$ cat src/verilog/tacap_pkg.sv
// Purpose: Constants shared by the auto-reload and capture timer.
// Assumes: APB slave, 32-bit data, one register per aligned word, pclk at 100 MHz.
// Notes:   Rule summary follows.
`default_nettype none

package tacap_pkg;
   // Register indexes; a register's byte address is four times its index.
   localparam logic [11:0] TACAP_CTRL_IDX     = 12'h091;
   localparam logic [11:0] TACAP_RLL_IDX      = 12'h092;
   localparam logic [11:0] TACAP_RLH_IDX      = 12'h093;
   localparam logic [11:0] TACAP_CNTL_IDX     = 12'h094;
   localparam logic [11:0] TACAP_CNTH_IDX     = 12'h095;
   localparam logic [11:0] TACAP_CLKSEL_IDX   = 12'h098;
   localparam logic [11:0] TACAP_IRQ_STAT_IDX = 12'h0a0;
   localparam logic [11:0] TACAP_IRQ_EN_IDX   = 12'h0a4;
   localparam logic [11:0] TACAP_IRQ_CLR_IDX  = 12'h0a8;
   // Register byte addresses, one aligned word each.
   localparam logic [11:0] TACAP_CTRL_OFF     = {TACAP_CTRL_IDX[9:0], 2'b00};
   localparam logic [11:0] TACAP_RLL_OFF      = {TACAP_RLL_IDX[9:0], 2'b00};
   localparam logic [11:0] TACAP_RLH_OFF      = {TACAP_RLH_IDX[9:0], 2'b00};
   localparam logic [11:0] TACAP_CNTL_OFF     = {TACAP_CNTL_IDX[9:0], 2'b00};
   localparam logic [11:0] TACAP_CNTH_OFF     = {TACAP_CNTH_IDX[9:0], 2'b00};
   localparam logic [11:0] TACAP_CLKSEL_OFF   = {TACAP_CLKSEL_IDX[9:0], 2'b00};
   localparam logic [11:0] TACAP_IRQ_STAT_OFF = {TACAP_IRQ_STAT_IDX[9:0], 2'b00};
   localparam logic [11:0] TACAP_IRQ_EN_OFF   = {TACAP_IRQ_EN_IDX[9:0], 2'b00};
   localparam logic [11:0] TACAP_IRQ_CLR_OFF  = {TACAP_IRQ_CLR_IDX[9:0], 2'b00};
   // Control register fields.
   localparam int TACAP_B_HOVF   = 7;
   localparam int TACAP_B_LOVF   = 6;
   localparam int TACAP_B_LIRQEN = 5;
   localparam int TACAP_B_CAPEN  = 4;
   localparam int TACAP_B_SPLIT  = 3;
   localparam int TACAP_B_RUN    = 2;
   localparam int TACAP_B_CAPSEL = 1;
   localparam int TACAP_B_EXTSEL = 0;
   // Clock select register fields.
   localparam int TACAP_B_HCLK   = 1;
   localparam int TACAP_B_LCLK   = 0;
   // Interrupt status fields.
   localparam int TACAP_B_IRQ_H  = 0;
   localparam int TACAP_B_IRQ_L  = 1;
   // Reset values.
   localparam logic [7:0] TACAP_CTRL_RST = 8'h00;
   localparam logic [7:0] TACAP_BYTE_RST = 8'h00;
   // Prescale and divide counts.
   localparam int         TACAP_SYS_DIV    = 12;
   localparam logic [3:0] TACAP_SYS_DIV_M1 = 4'(TACAP_SYS_DIV - 1);
   localparam int         TACAP_SLOW_DIV   = 8;
   localparam logic [2:0] TACAP_SLOW_DIV_M1 = 3'(TACAP_SLOW_DIV - 1);
endpackage

`default_nettype wire

$ cat src/verilog/tacap_sync.sv
// Purpose: Three-stage synchroniser with one-cycle rising-edge pulse.
// Assumes: Input is asynchronous to pclk.
// Notes:   The first stage feeds only the second stage.
`default_nettype none

module tacap_sync (
   input  wire logic pclk,
   input  wire logic presetn,
   input  wire logic async_in,
   output logic      rise_pulse
);
   import tacap_pkg::*;

   logic s1_q;
   logic s2_q;
   logic s3_q;
   logic lvl_q;

   // Shift chain; a change counts once stages two and three agree.
   always_ff @(posedge pclk or negedge presetn) begin
      if (!presetn) begin
         s1_q <= 1'b0;
         s2_q <= 1'b0;
         s3_q <= 1'b0;
      end else begin
         s1_q <= async_in;
         s2_q <= s1_q;
         s3_q <= s2_q;
      end
   end

   // Agreed level; it follows the pin only while stages two and three match.
   always_ff @(posedge pclk or negedge presetn) begin
      if (!presetn) begin
         lvl_q <= 1'b0;
      end else if (s2_q == s3_q) begin
         lvl_q <= s3_q;
      end
   end

   // Rising edge seen in pclk domain, one cycle wide.
   assign rise_pulse = (s2_q == s3_q) & s3_q & ~lvl_q;
endmodule

`default_nettype wire

$ cat src/verilog/tacap_div8.sv
// Purpose: Divide a synchronised slow clock edge stream by eight.
// Assumes: edge_in is a one-cycle pulse per slow clock cycle.
// Notes:   Emits one-cycle pulse every eighth input pulse.
`default_nettype none

module tacap_div8 (
   input  wire logic pclk,
   input  wire logic presetn,
   input  wire logic edge_in,
   output logic      tick
);
   import tacap_pkg::*;

   logic [2:0] cnt_q;

   // Count edges; wrap after the eighth.
   always_ff @(posedge pclk or negedge presetn) begin
      if (!presetn) begin
         cnt_q <= 3'h0;
      end else if (edge_in) begin
         cnt_q <= (cnt_q == TACAP_SLOW_DIV_M1) ? 3'h0 : cnt_q + 3'h1;
      end
   end

   assign tick = edge_in && (cnt_q == TACAP_SLOW_DIV_M1);
endmodule

`default_nettype wire

$ cat src/verilog/tacap_timer.sv
// Purpose: 16-bit / dual 8-bit auto-reload timer with oscillator capture, APB slave.
// Assumes: ext_osc and rtc_osc are asynchronous slow clocks sampled as data.
// Notes:   One level interrupt; status bits are sticky and cleared by write.
//
// Decided for this implementation: register access over APB.
`default_nettype none

module tacap_timer (
   input  wire logic        pclk,
   input  wire logic        presetn,
   input  wire logic        psel,
   input  wire logic        penable,
   input  wire logic        pwrite,
   input  wire logic [11:0] paddr,
   input  wire logic [31:0] pwdata,
   output logic [31:0]      prdata,
   output logic             pready,
   output logic             pslverr,
   input  wire logic        ext_osc,
   input  wire logic        rtc_osc,
   output logic             irq
);
   import tacap_pkg::*;

   ////////////////////////////////////////////////////////////////////////
   // Registers and internal signals.

   logic [7:0]  ctrl_q;
   logic [7:0]  rll_q;
   logic [7:0]  rlh_q;
   logic [7:0]  cntl_q;
   logic [7:0]  cnth_q;
   logic [1:0]  clksel_q;
   logic [1:0]  irq_stat_q;
   logic [1:0]  irq_en_q;
   logic [3:0]  pre12_q;
   logic [31:0] prdata_q;
   logic        tick12;
   logic        ext_edge;
   logic        rtc_edge;
   logic        ext_tick;
   logic        rtc_tick;
   logic        cap_tick;
   logic        l_tick;
   logic        h_tick;
   logic        split;
   logic        capen;
   logic        l_en;
   logic        h_en;
   logic        l_wrap;
   logic        l_reload;
   logic        h_wrap;
   logic        l_ovf;
   logic        h_ovf;
   logic        cap_ev;
   logic        wr;
   logic        rd;
   logic        mapped;
   logic        ctrl_wr;
   logic        irq_h_ev;
   logic        irq_l_ev;

   // Selects one source tick for a byte from its clock-select bit and the shared EXTSEL control bit.
   function automatic logic pick_tick(input logic fast, input logic ext_sel,
                                      input logic t12, input logic tx);
      pick_tick = fast ? 1'b1 : (ext_sel ? tx : t12);
   endfunction

   // Tells whether an address is one of the implemented registers.
   function automatic logic is_mapped(input logic [11:0] a);
      is_mapped = (a == TACAP_CTRL_OFF) || (a == TACAP_RLL_OFF) || (a == TACAP_RLH_OFF) ||
                  (a == TACAP_CNTL_OFF) || (a == TACAP_CNTH_OFF) || (a == TACAP_CLKSEL_OFF) ||
                  (a == TACAP_IRQ_STAT_OFF) || (a == TACAP_IRQ_EN_OFF) ||
                  (a == TACAP_IRQ_CLR_OFF);
   endfunction

   ////////////////////////////////////////////////////////////////////////
   // Clock sources.

   // Slow oscillators pass three flops and yield one pulse per rising edge.
   tacap_sync u_sync_ext (
      .pclk       (pclk),
      .presetn    (presetn),
      .async_in   (ext_osc),
      .rise_pulse (ext_edge)
   );

   tacap_sync u_sync_rtc (
      .pclk       (pclk),
      .presetn    (presetn),
      .async_in   (rtc_osc),
      .rise_pulse (rtc_edge)
   );

   // Eight-cycle dividers for counting and capture.
   tacap_div8 u_div_ext (
      .pclk    (pclk),
      .presetn (presetn),
      .edge_in (ext_edge),
      .tick    (ext_tick)
   );

   tacap_div8 u_div_rtc (
      .pclk    (pclk),
      .presetn (presetn),
      .edge_in (rtc_edge),
      .tick    (rtc_tick)
   );

   // System clock divided by twelve.
   always_ff @(posedge pclk or negedge presetn) begin
      if (!presetn) begin
         pre12_q <= 4'h0;
      end else begin
         pre12_q <= (pre12_q == TACAP_SYS_DIV_M1) ? 4'h0 : pre12_q + 4'h1;
      end
   end

   assign tick12 = (pre12_q == TACAP_SYS_DIV_M1);

   ////////////////////////////////////////////////////////////////////////
   // Counting control.

   // Mode decode and per-byte clock enables.
   assign split = ctrl_q[TACAP_B_SPLIT];
   assign capen = ctrl_q[TACAP_B_CAPEN];
   assign l_tick = pick_tick(clksel_q[TACAP_B_LCLK], ctrl_q[TACAP_B_EXTSEL], tick12, ext_tick);
   assign h_tick = pick_tick(clksel_q[TACAP_B_HCLK], ctrl_q[TACAP_B_EXTSEL], tick12, ext_tick);
   // Low byte free-runs in split mode; the run bit gates the rest.
   assign l_en   = l_tick & (split | ctrl_q[TACAP_B_RUN]);
   assign h_en   = split ? (h_tick & ctrl_q[TACAP_B_RUN]) : (l_en & (cntl_q == 8'hff));
   assign l_wrap = l_en & (cntl_q == 8'hff);
   assign h_wrap = h_en & (cnth_q == 8'hff);
   assign l_ovf  = l_wrap;
   assign h_ovf  = h_wrap;
   // In 16-bit mode the low byte reloads only on a full wrap, otherwise it rolls to zero.
   assign l_reload = split ? l_wrap : h_wrap;

   // Capture source: eighth cycle of external or real-time oscillator.
   assign cap_tick = ctrl_q[TACAP_B_CAPSEL] ? ext_tick : rtc_tick;
   assign cap_ev   = capen & cap_tick;

   ////////////////////////////////////////////////////////////////////////
   // APB decode.

   assign wr      = psel & penable & pwrite;
   assign rd      = psel & ~pwrite & ~penable;
   assign mapped  = is_mapped(paddr);
   assign ctrl_wr = wr & (paddr == TACAP_CTRL_OFF);
   assign pready  = 1'b1;
   assign pslverr = psel & penable & ~mapped;

   // Counter low byte: reload on wrap, software write otherwise.
   always_ff @(posedge pclk or negedge presetn) begin
      if (!presetn) begin
         cntl_q <= TACAP_BYTE_RST;
      end else if (l_reload) begin
         cntl_q <= rll_q;
      end else if (wr && paddr == TACAP_CNTL_OFF) begin
         cntl_q <= pwdata[7:0];
      end else if (l_en) begin
         cntl_q <= cntl_q + 8'h01;
      end
   end

   // Counter high byte: in 16-bit mode it advances on low-byte carry.
   always_ff @(posedge pclk or negedge presetn) begin
      if (!presetn) begin
         cnth_q <= TACAP_BYTE_RST;
      end else if (h_wrap) begin
         cnth_q <= rlh_q;
      end else if (wr && paddr == TACAP_CNTH_OFF) begin
         cnth_q <= pwdata[7:0];
      end else if (h_en) begin
         cnth_q <= cnth_q + 8'h01;
      end
   end

   // Reload bytes: capture copies the live counter, which wins over a write.
   always_ff @(posedge pclk or negedge presetn) begin
      if (!presetn) begin
         rll_q <= TACAP_BYTE_RST;
         rlh_q <= TACAP_BYTE_RST;
      end else if (cap_ev) begin
         rll_q <= cntl_q;
         rlh_q <= cnth_q;
      end else begin
         if (wr && paddr == TACAP_RLL_OFF) begin
            rll_q <= pwdata[7:0];
         end
         if (wr && paddr == TACAP_RLH_OFF) begin
            rlh_q <= pwdata[7:0];
         end
      end
   end

   // Control: software writes all bits; hardware only sets flags, and a set wins.
   always_ff @(posedge pclk or negedge presetn) begin
      if (!presetn) begin
         ctrl_q <= TACAP_CTRL_RST;
      end else begin
         if (ctrl_wr) begin
            ctrl_q <= pwdata[7:0];
         end
         if (h_ovf || cap_ev) begin
            ctrl_q[TACAP_B_HOVF] <= 1'b1;
         end
         if (l_ovf) begin
            ctrl_q[TACAP_B_LOVF] <= 1'b1;
         end
      end
   end

   // Clock select bits for both bytes.
   always_ff @(posedge pclk or negedge presetn) begin
      if (!presetn) begin
         clksel_q <= 2'h0;
      end else if (wr && paddr == TACAP_CLKSEL_OFF) begin
         clksel_q <= pwdata[1:0];
      end
   end

   ////////////////////////////////////////////////////////////////////////
   // Interrupts.

   // High event covers overflow and capture; low event needs its own enable.
   assign irq_h_ev = h_ovf | cap_ev;
   assign irq_l_ev = l_ovf & ctrl_q[TACAP_B_LIRQEN];

   // Sticky status; set beats a same-cycle clear.
   always_ff @(posedge pclk or negedge presetn) begin
      if (!presetn) begin
         irq_stat_q <= 2'h0;
      end else begin
         irq_stat_q <= ((wr && paddr == TACAP_IRQ_CLR_OFF) ? (irq_stat_q & ~pwdata[1:0]) : irq_stat_q)
                       | {irq_l_ev, irq_h_ev};
      end
   end

   // Interrupt enable register.
   always_ff @(posedge pclk or negedge presetn) begin
      if (!presetn) begin
         irq_en_q <= 2'h0;
      end else if (wr && paddr == TACAP_IRQ_EN_OFF) begin
         irq_en_q <= pwdata[1:0];
      end
   end

   assign irq = |(irq_stat_q & irq_en_q);

   ////////////////////////////////////////////////////////////////////////
   // Read data, captured in the setup cycle.

   always_ff @(posedge pclk or negedge presetn) begin
      if (!presetn) begin
         prdata_q <= 32'h0000_0000;
      end else if (rd) begin
         unique case (paddr)
            TACAP_CTRL_OFF:     prdata_q <= {24'h0, ctrl_q};
            TACAP_RLL_OFF:      prdata_q <= {24'h0, rll_q};
            TACAP_RLH_OFF:      prdata_q <= {24'h0, rlh_q};
            TACAP_CNTL_OFF:     prdata_q <= {24'h0, cntl_q};
            TACAP_CNTH_OFF:     prdata_q <= {24'h0, cnth_q};
            TACAP_CLKSEL_OFF:   prdata_q <= {30'h0, clksel_q};
            TACAP_IRQ_STAT_OFF: prdata_q <= {30'h0, irq_stat_q};
            TACAP_IRQ_EN_OFF:   prdata_q <= {30'h0, irq_en_q};
            default:            prdata_q <= 32'h0000_0000;
         endcase
      end
   end

   assign prdata = prdata_q;

   ////////////////////////////////////////////////////////////////////////
   // Checks.

   // A 16-bit wrap reloads both bytes on the next cycle.
   reload16_a: assert property (@(posedge pclk) disable iff (!presetn)
      (!split && h_wrap && !cap_ev && !wr) |=> (cntl_q == $past(rll_q)) && (cnth_q == $past(rlh_q)))
      else $error("16-bit wrap did not reload");

   // High overflow sets its flag.
   hflag_set_a: assert property (@(posedge pclk) disable iff (!presetn)
      h_ovf |=> ctrl_q[TACAP_B_HOVF])
      else $error("High overflow flag not set");

   // Low overflow sets its flag.
   lflag_set_a: assert property (@(posedge pclk) disable iff (!presetn)
      l_ovf |=> ctrl_q[TACAP_B_LOVF])
      else $error("Low overflow flag not set");

   // Flags fall only through a control write.
   flag_hold_a: assert property (@(posedge pclk) disable iff (!presetn)
      ($fell(ctrl_q[TACAP_B_HOVF]) || $fell(ctrl_q[TACAP_B_LOVF])) |-> $past(ctrl_wr))
      else $error("Flag cleared without software write");

   // Capture copies the counter into the reload pair.
   capture_copy_a: assert property (@(posedge pclk) disable iff (!presetn)
      cap_ev |=> (rlh_q == $past(cnth_q)) && (rll_q == $past(cntl_q)) && ctrl_q[TACAP_B_HOVF])
      else $error("Capture did not copy counter");

   // Split low byte counts even with run bit clear.
   split_low_a: assert property (@(posedge pclk) disable iff (!presetn)
      (split && !ctrl_q[TACAP_B_RUN] && l_tick && cntl_q != 8'hff && !wr) |=> cntl_q == $past(cntl_q) + 8'h01)
      else $error("Split low byte did not count");

   // Split high byte holds while run bit clear.
   split_high_a: assert property (@(posedge pclk) disable iff (!presetn)
      (split && !ctrl_q[TACAP_B_RUN] && !wr) |=> $stable(cnth_q))
      else $error("Split high byte moved while stopped");

   // Low interrupt status needs its enable bit.
   low_irq_a: assert property (@(posedge pclk) disable iff (!presetn)
      $rose(irq_stat_q[TACAP_B_IRQ_L]) |-> $past(ctrl_q[TACAP_B_LIRQEN]) && $past(l_ovf))
      else $error("Low interrupt without enable");

   // Divide by twelve spacing.
   div12_a: assert property (@(posedge pclk) disable iff (!presetn)
      tick12 |=> !tick12 [*8] ##1 !tick12 [*3] ##1 tick12)
      else $error("Divide by twelve spacing wrong");

   // In 16-bit mode a low-byte wrap alone carries into the high byte.
   low_carry_a: assert property (@(posedge pclk) disable iff (!presetn)
      (!split && l_wrap && !h_wrap && !wr) |=> (cntl_q == 8'h00) && (cnth_q == $past(cnth_q) + 8'h01))
      else $error("16-bit low wrap did not carry");

   // Split low byte reloads from its own reload byte.
   split_low_reload_a: assert property (@(posedge pclk) disable iff (!presetn)
      (split && l_wrap) |=> cntl_q == $past(rll_q))
      else $error("Split low byte did not reload");

   // Split high byte reloads from its own reload byte.
   split_high_reload_a: assert property (@(posedge pclk) disable iff (!presetn)
      (split && h_wrap) |=> cnth_q == $past(rlh_q))
      else $error("Split high byte did not reload");

   // High overflow or capture always reaches the sticky status.
   high_status_a: assert property (@(posedge pclk) disable iff (!presetn)
      (h_ovf || cap_ev) |=> irq_stat_q[TACAP_B_IRQ_H])
      else $error("High event missed in status");

   // Each capture is a single pclk pulse.
   capture_pulse_a: assert property (@(posedge pclk) disable iff (!presetn)
      cap_ev |=> !cap_ev)
      else $error("Capture pulse longer than one cycle");
endmodule

`default_nettype wire

$ cat config.mk
export PLATFORM = sky130hd
export DESIGN_NAME = tacap_timer
export DESIGN_NICKNAME = d
export VERILOG_FILES = /design/src/verilog/tacap_pkg.sv /design/src/verilog/tacap_sync.sv /design/src/verilog/tacap_div8.sv /design/src/verilog/tacap_timer.sv
export SDC_FILE = /design/constraint.sdc
export NUM_CORES = 1
export LEC_CHECK = 0
export BUFFER_PORTS_ARGS = -buffer_cell sky130_fd_sc_hd__buf_2
export CORE_MARGIN = 3
export CORE_UTILIZATION = 60
export CTS_CLUSTER_DIAMETER = 40
export CTS_CLUSTER_SIZE = 14
export DETAILED_ROUTE_END_ITERATION = 8
export PLACE_DENSITY_LB_ADDON = 0.12
export REMOVE_ABC_BUFFERS = 1
export SYNTH_ARGS = -nofsm -noshare
export SYNTH_HDL_FRONTEND = slang
export SYNTH_SLANG_ARGS = --single-unit
$ cat constraint.sdc
create_clock -name pclk -period 4.95 [get_ports pclk]
set_input_delay 0.2475 -clock pclk [delete_from_list [all_inputs] [get_ports pclk]]
set_output_delay 0.2475 -clock pclk [all_outputs]
set_load 0.05 [all_outputs]
; Word-level counts from Yosys, hierarchy flattened
; Index checks and enable logic that the tools add are counted.
[classes]
add_sub_neg = 5
muxes = 24
reduce_logical = 25
n_eq_ne = 16
bitwise = 27
[op_table]
columns = operator, n
row1 = $eq A12 B10 Y1 const B, 9
row2 = $mux W8, 11
row3 = $pmux W8 S8, 1
row4 = $add A8 B1 Y8 const B, 2
row5 = $and A1 B1 Y1, 16
row6 = $eq A8 B8 Y1 const B, 2
row7 = $logic_and A1 B1 Y1, 9
row8 = $logic_or A1 B1 Y1, 9
row9 = $mux W1, 8
row10 = $reduce_bool A2 Y1, 4
row11 = $add A3 B1 Y3 const B, 2
row12 = $eq A3 B3 Y1 const B, 2
row13 = $mux W3, 2
row14 = $reduce_bool A3 Y1, 2
row15 = $not A1 Y1, 5
row16 = $add A4 B1 Y4 const B, 1
row17 = $and A2 B2 Y2, 2
row18 = $eq A4 B4 Y1 const B, 1
row19 = $mux W4, 1
row20 = $eq A1 B1 Y1, 2
row21 = $mux W2, 1
row22 = $not A2 Y2, 1
row23 = $or A1 B1 Y1, 2
row24 = $or A2 B2 Y2, 1
row25 = $reduce_or A2 Y1, 1
[totals]
output_inout_bits = 35
ff_bits = 96

; Longest topological paths before layout
[logic_depth]
ltp_word = 12
depth_mapped = 8

; Hierarchy
; From an unflattened synthesis, not the netlist that was laid out.
[unflattened]
hier_cells = 460
hier_area_um2 = 4416.7
[modules_own_cells]
columns = module, cells_each, area_each_um2, instances
row1 = tacap_timer, 422, 3848.7, 1
row2 = tacap_div8, 12, 150.1, 2
row3 = tacap_sync, 7, 133.9, 2

; Worst setup path before layout
; Ideal clock, no wire load.
[synth_timing]
path_type = reg-to-reg
startpoint = register u_div_ext.cnt_q[0]
endpoint = register cntl_q[1]
arrival_time_ns = 1.958
t_required_ns = 4.825
slack_ns = 2.867
path_stages_with_launch = 9
synth_period_minus_slack_ns = 2.083
path_cell_list = dfrtp_1 -> ha_1 -> ha_1 -> nand4b_1 -> a31oi_1 -> and3_1 -> buf_2 -> o21ai_0 -> mux2_2
[synth_between]
elab_chain_cells = 10
word_cells_on_any_way = 13
classes_between = 1 x eq/ne / 6 x mux / 4 x bitwise / 2 x reduce/logical
[synth_lines]
columns = element, line
row1 = start: declaration, tacap_div8.sv:14  ; logic [2:0] cnt_q;
row2 = start signal: assignment, tacap_div8.sv:21  ; cnt_q <= (cnt_q == TACAP_SLOW_DIV_M1) ? 3'h0 : cnt_q + 3'h1;
row3 = $eq A3 B3 Y1 *, tacap_div8.sv:25  ; assign tick = edge_in && (cnt_q == TACAP_SLOW_DIV_M1);
row4 = $logic_and A1 B1 Y1 *, tacap_div8.sv:25
row5 = $mux W1 *, tacap_timer.sv:66  ; pick_tick = fast ? 1'b1 : (ext_sel ? tx : t12);
row6 = $mux W1, tacap_timer.sv:66
row7 = $and A1 B1 Y1, tacap_timer.sv:130  ; assign l_en = l_tick & (split | ctrl_q[TACAP_B_RUN]);
row8 = $and A1 B1 Y1, "tacap_timer.sv:131, tacap_timer.sv:132"
row9 = $mux W1, tacap_timer.sv:131  ; assign h_en = split ? (h_tick & ctrl_q[TACAP_B_RUN]) : (l_en & (cntl_q == 8'hff));
row10 = $and A1 B1 Y1, tacap_timer.sv:133  ; assign h_wrap = h_en & (cnth_q == 8'hff);
row11 = $mux W1, tacap_timer.sv:137  ; assign l_reload = split ? l_wrap : h_wrap;
row12 = $reduce_bool A3 Y1 (no source line) or $mux W8 (tied branches), --
row13 = end signal: assignment, tacap_timer.sv:158  ; cntl_q <= rll_q;
row14 = end signal: assignment, tacap_timer.sv:160  ; cntl_q <= pwdata[7:0];
row15 = end signal: assignment, tacap_timer.sv:162  ; cntl_q <= cntl_q + 8'h01;
row16 = end: declaration, tacap_timer.sv:31  ; logic [7:0] cntl_q;
; Every way passes the cells marked *; elsewhere a longest branch is shown, timed or not.
; A chain may end at the register's enable or synchronous reset.

; Final worst setup path
[layout_timing]
startpoint = register pre12_q[0]
endpoint = register cntl_q[1]
[layout_between]
elab_chain_cells = 9
word_cells_on_any_way = 12
classes_between = 1 x eq/ne / 6 x mux / 4 x bitwise / 1 x reduce/logical
[layout_lines]
columns = element, line
row1 = start: declaration, tacap_timer.sv:36  ; logic [3:0] pre12_q;
row2 = start signal: assignment, tacap_timer.sv:115  ; pre12_q <= (pre12_q == TACAP_SYS_DIV_M1) ? 4'h0 : pre12_q + 4'h1;
row3 = $eq A4 B4 Y1 *, tacap_timer.sv:119  ; assign tick12 = (pre12_q == TACAP_SYS_DIV_M1);
row4 = $mux W1 *, tacap_timer.sv:66
row5 = $mux W1, tacap_timer.sv:66
row6 = $and A1 B1 Y1, tacap_timer.sv:130
row7 = $and A1 B1 Y1, "tacap_timer.sv:131, tacap_timer.sv:132"
row8 = $mux W1, tacap_timer.sv:131
row9 = $and A1 B1 Y1, tacap_timer.sv:133
row10 = $mux W1, tacap_timer.sv:137
row11 = $reduce_bool A3 Y1 (no source line) or $mux W8 (tied branches), --
; Marks and branches as above.

==> PnR_summary.wiki <==
{| class="wikitable"
! Metric !! Value
|-
| Routability congestion estimate from global placement || just over 0.9
|-
| Worst-Skew Late Latency || 0.36 ns
|-
| Library cell used as clock root buffer || clkbuf_8
|-
| Worst path max stage delay || 0.75 ns
|-
| Setup slack on the worst flop-to-flop path || 2.31 ns
|-
| Adder and majority cell fraction of the synthesized area || about 2.5%
|-
| Maximum net fanout on the critical path || 10
|-
| DP Area || about 0.0045 mm2
|-
| CTS H-tree lvls || 3
|-
| Number of warnings reported in the yosys synthesis log || 0
|-
| Share of the clock period used by the worst path || between 50% and 60%
|-
| Number of iterations in the first detailed-routing pass || 5
|-
| Xor and xnor area share after synthesis || under 10%
|-
| Total wire length after detailed routing || 10.7 mm
|-
| Num CTS Buffers || 9
|-
| Row count || 30
|-
| Number of synthesized flops with an enable pin || 0
|-
| Share of final-layout standard cells stronger than drive strength 1 || 16.4%
|-
| First-pass GRT wire length || ~18 mm
|-
| IO Port Bufs || 36
|-
| Netlist area before placement || around 0.0044 mm2
|-
| Combinational family with the most area after synthesis || simple AND/OR/NAND/NOR gates
|-
| CP Buf/Inv Count || 0
|-
| Crit path DAT || 2.89 ns
|-
| Number of vias after detailed routing || approximately 3.7k
|-
| Starting DRT DRC Count || between 300 and 400
|-
| Worst min-delay path category || primary input to async pin
|-
| Max-slew violation count || 0
|-
| Die span in x || a little over 90 um
|-
| Status || finished, final reports clean
|-
| Setup TNS || 0 ns
|-
| Post-detailed-route via-to-cell ratio || about 6.3
|-
| Peak supply drop || ~0.00020 V
|-
| DIE HEIGHT || between 90 and 100 um
|-
| Prevailing post-synth register cell || dfrtp_1
|-
| Complex-gate fraction of the synthesized area || 16.2%
|-
| Number of antenna violations at the first check in global routing || 0
|-
| HPWL after detailed placement || 7.63 mm
|-
| Share of synthesized flip-flops with an asynchronous set or reset || 100%
|-
| Fill count || slightly below 600
|-
| Via count of the first global-routing pass || around 3.5k
|-
| Clk sink count || a little over 70
|-
| Area added between synthesis and finish || 7.07%
|-
| Final setup violating endpoints || 0
|-
| Reg-to-reg critical path endpoint || cntl_q[1]
|-
| Buffers from clock root to sink, at most || 2
|-
| Area enclosed by the die boundary || 0.00844 mm2
|-
| Worst Reg-to-Reg Cells || 6
|-
| Capturing element type of the critical path || register
|-
| Post-synthesis register bit count || 72
|-
| Worst-case clock skew || 0.00968 ns
|-
| Antenna Diode Count || 0
|-
| Clock transition at the registers of the reported paths || roughly 0.08 ns
|-
| Post-synthesis average cell area || around 9.5 um2
|-
| Data required time of the worst path || 5.20 ns
|-
| Crit Path Class || register to register
|-
| Proportion of synthesized area in mux cells || between 10% and 20%
|-
| Critical-path cell list || ha_1 -> nand4bb_1 -> a31oi_1 -> and3_1 -> o21ai_0 -> mux2_2
|-
| Register Area || roughly 0.0018 mm2
|-
| Count of nets left with antenna violations after detail routing || 0
|-
| Cell family with most CP delay || compound AO/OA/AOI/OAI gates
|-
| Post-synthesis cell type count || 65
|-
| Sequential share of the synthesized area || 40.7%
|-
| Postcts setup bufs || 0
|-
| Final design instance area without fill || approximately 0.0047 mm2
|-
| Kind of start point of the critical path || register
|-
| Final hold viol count || 0
|-
| Power density cells || about 270 mW/mm2
|-
| Slew headroom || a little under a quarter
|-
| RSZ-0062 raised after global routing || no
|-
| Maximum number of pins on one net before global-route repair || 73
|-
| Tightest Pin Transition || around 1.1 ns
|-
| Cell leakage power || 2.09 nW
|-
| Clock tree from TritonCTS || built
|-
| Area used by multi-input combinational logic || 0.00237 mm2
|-
| Max capacitance violation total || 0
|-
| Post-synthesis simple-gate area fraction || roughly a fifth
|-
| Count of mapped cells out of synthesis || approximately 470
|-
| Number of remaining DRC errors || 0
|-
| Final-stage net count || between 500 and 600
|-
| Tot GR Track Use || a little over a quarter
|-
| R2R Path Start || pre12_q[0]
|-
| Worst path slowest cell || a31oi_1
|-
| Peak Freq || between 300 and 400 MHz
|-
| Crit path time final || 2.64 ns
|-
| Initial core utilization || 63.3%
|-
| Detailed-route wire length per cell || 18.1 um
|-
| Total core area || 0.00698 mm2
|-
| Global route total overflow || 0
|-
| I/O pin cnt || 86
|}
## state kept, by name (all words and copies together) (netlist names), 2 cells and up
signal and cells:
prdata 8, u_div_ext.cnt_q 3, irq_stat_q 2, pre12_q 4, cntl_q 8, ctrl_q 8
rlh_q 8, u_div_rtc.cnt_q 3, cnth_q 8, rll_q 8, irq_en_q 2, clksel_q 2
## cell type report
type | instances | area share [%]
Timing Repair Buffer | 40 | 4.55
Inverter | 11 | 0.872
Clock buffer | 9 | 2.62
Tap cell | 96 | 2.54
Multi-Input combinational cell | 357 | 50.1
Clock inverter | 6 | 1.29
Sequential cell | 72 | 38.1
## stage by stage
stage	setup WS, ns	util, %	instances	power (mW)	hold WS (ns)
after floorplan	2.65	-	440	0.759	-0.0481
after global placement	2.14	64.9	574	0.806	0.333
after detailed placement	2.14	64.9	574	0.821	0.336
after CTS	2.36	67.8	591	1.28	0.145
after global routing	2.09	67.8	591	1.32	0.169
final	2.31	67.8	591	1.27	0.0951
## cell usage after synthesis, types with 2 or more instances
master | number | area (um2)
a21boi_0 | 2 | 15.0
inv_1 | 11 | 41.3
o2bb2ai_1 | 6 | 52.6
and3_1 | 5 | 31.3
nor4_1 | 3 | 18.8
xnor2_1 | 5 | 43.8
a21oi_1 | 19 | 95.1
buf_4 | 25 | 188
a211oi_1 | 5 | 37.5
nor3_1 | 8 | 40.0
xor2_1 | 5 | 43.8
nor4b_4 | 2 | 47.6
nand2_1 | 40 | 150
nand4_1 | 8 | 50.1
a31oi_1 | 8 | 50.1
o22ai_1 | 6 | 37.5
a22oi_1 | 2 | 15.0
o211ai_1 | 9 | 67.6
nor2_1 | 40 | 150
o21ai_0 | 18 | 90.1
a2bb2oi_1 | 2 | 17.5
or3_1 | 5 | 31.3
nand2b_1 | 4 | 25.0
o211a_1 | 2 | 20.0
and3b_1 | 3 | 26.3
a221oi_1 | 6 | 52.6
a32oi_1 | 2 | 17.5
mux2i_1 | 26 | 260
nor4b_1 | 3 | 26.3
clkbuf_1 | 16 | 60.1
nand3_1 | 25 | 125
mux2_2 | 17 | 191
o21ai_1 | 3 | 15.0
ha_1 | 9 | 113
dfrtp_1 | 72 | 1800
buf_2 | 7 | 35.0
a211o_1 | 3 | 26.3
a32o_1 | 2 | 20.0
nor2b_1 | 5 | 31.3
conb_1 | 2 | 7.51
## worst reg2reg max path, cell delays in order, from the launching register on
cell and delay, ns:
dfrtp_1 0.37, ha_1 0.24, nand4bb_1 0.24, a31oi_1 0.75, and3_1 0.51, o21ai_0 0.15, mux2_2 0.27
## cells by family after synthesis
kind of cell | count (synthesis)
DFF | 72
AOI/OAI and AO/OA | 105
other | 2
xor gates and xnor gates | 10
and+or+nand+nor | 164
muxes | 44
buffers and inverters | 60
adders and majority gates | 9
## routing by layer
layer / vias to the layer above / GRT usage [%] / wire length [um]
met5: - / 0 / 0
met4: 0 / 8.79 / 233
met3: 25 / 5.41 / 1130
met2: 229 / 40.9 / 4710
met1: 1752 / 37.6 / 4650
li1: 1720 / - / -
## where the power goes
part / switching [mW] / internal [mW] / total [mW]
Clock: 0.228 / 0.228 / 0.456
Combinational: 0.109 / 0.0607 / 0.170
Sequential: 0.0206 / 0.619 / 0.639
Total: 0.358 / 0.907 / 1.27
## layout by cell type, fill, tap and decap left out, drive strengths merged, types with 11 or more instances in the layout
master,instances
dfrtp,72
mux2i,26
buf,38
nor2,40
conb,25
nand3,25
o21ai,21
a21oi,19
nand2,40
inv,11
mux2,18
## how the worst max path moves through the flow
stage                     cells after the start  startpoint   endpoint
final                                         6  pre12_q[0]  cntl_q[1]
after global routing                          6  pre12_q[0]  cntl_q[1]
after CTS                                     6  pre12_q[0]  cntl_q[1]
after detailed placement                      5    paddr[2]  cntl_q[1]
after global placement                        5    paddr[2]  cntl_q[1]
after floorplan                               6   cntl_q[0]  cntl_q[1]
## repair_timing
action	in CTS	in global routing
hold buffers	2	0
hold endpoints to repair	2	0
resized for setup	0	0
(Power assumes the default switching activity.)
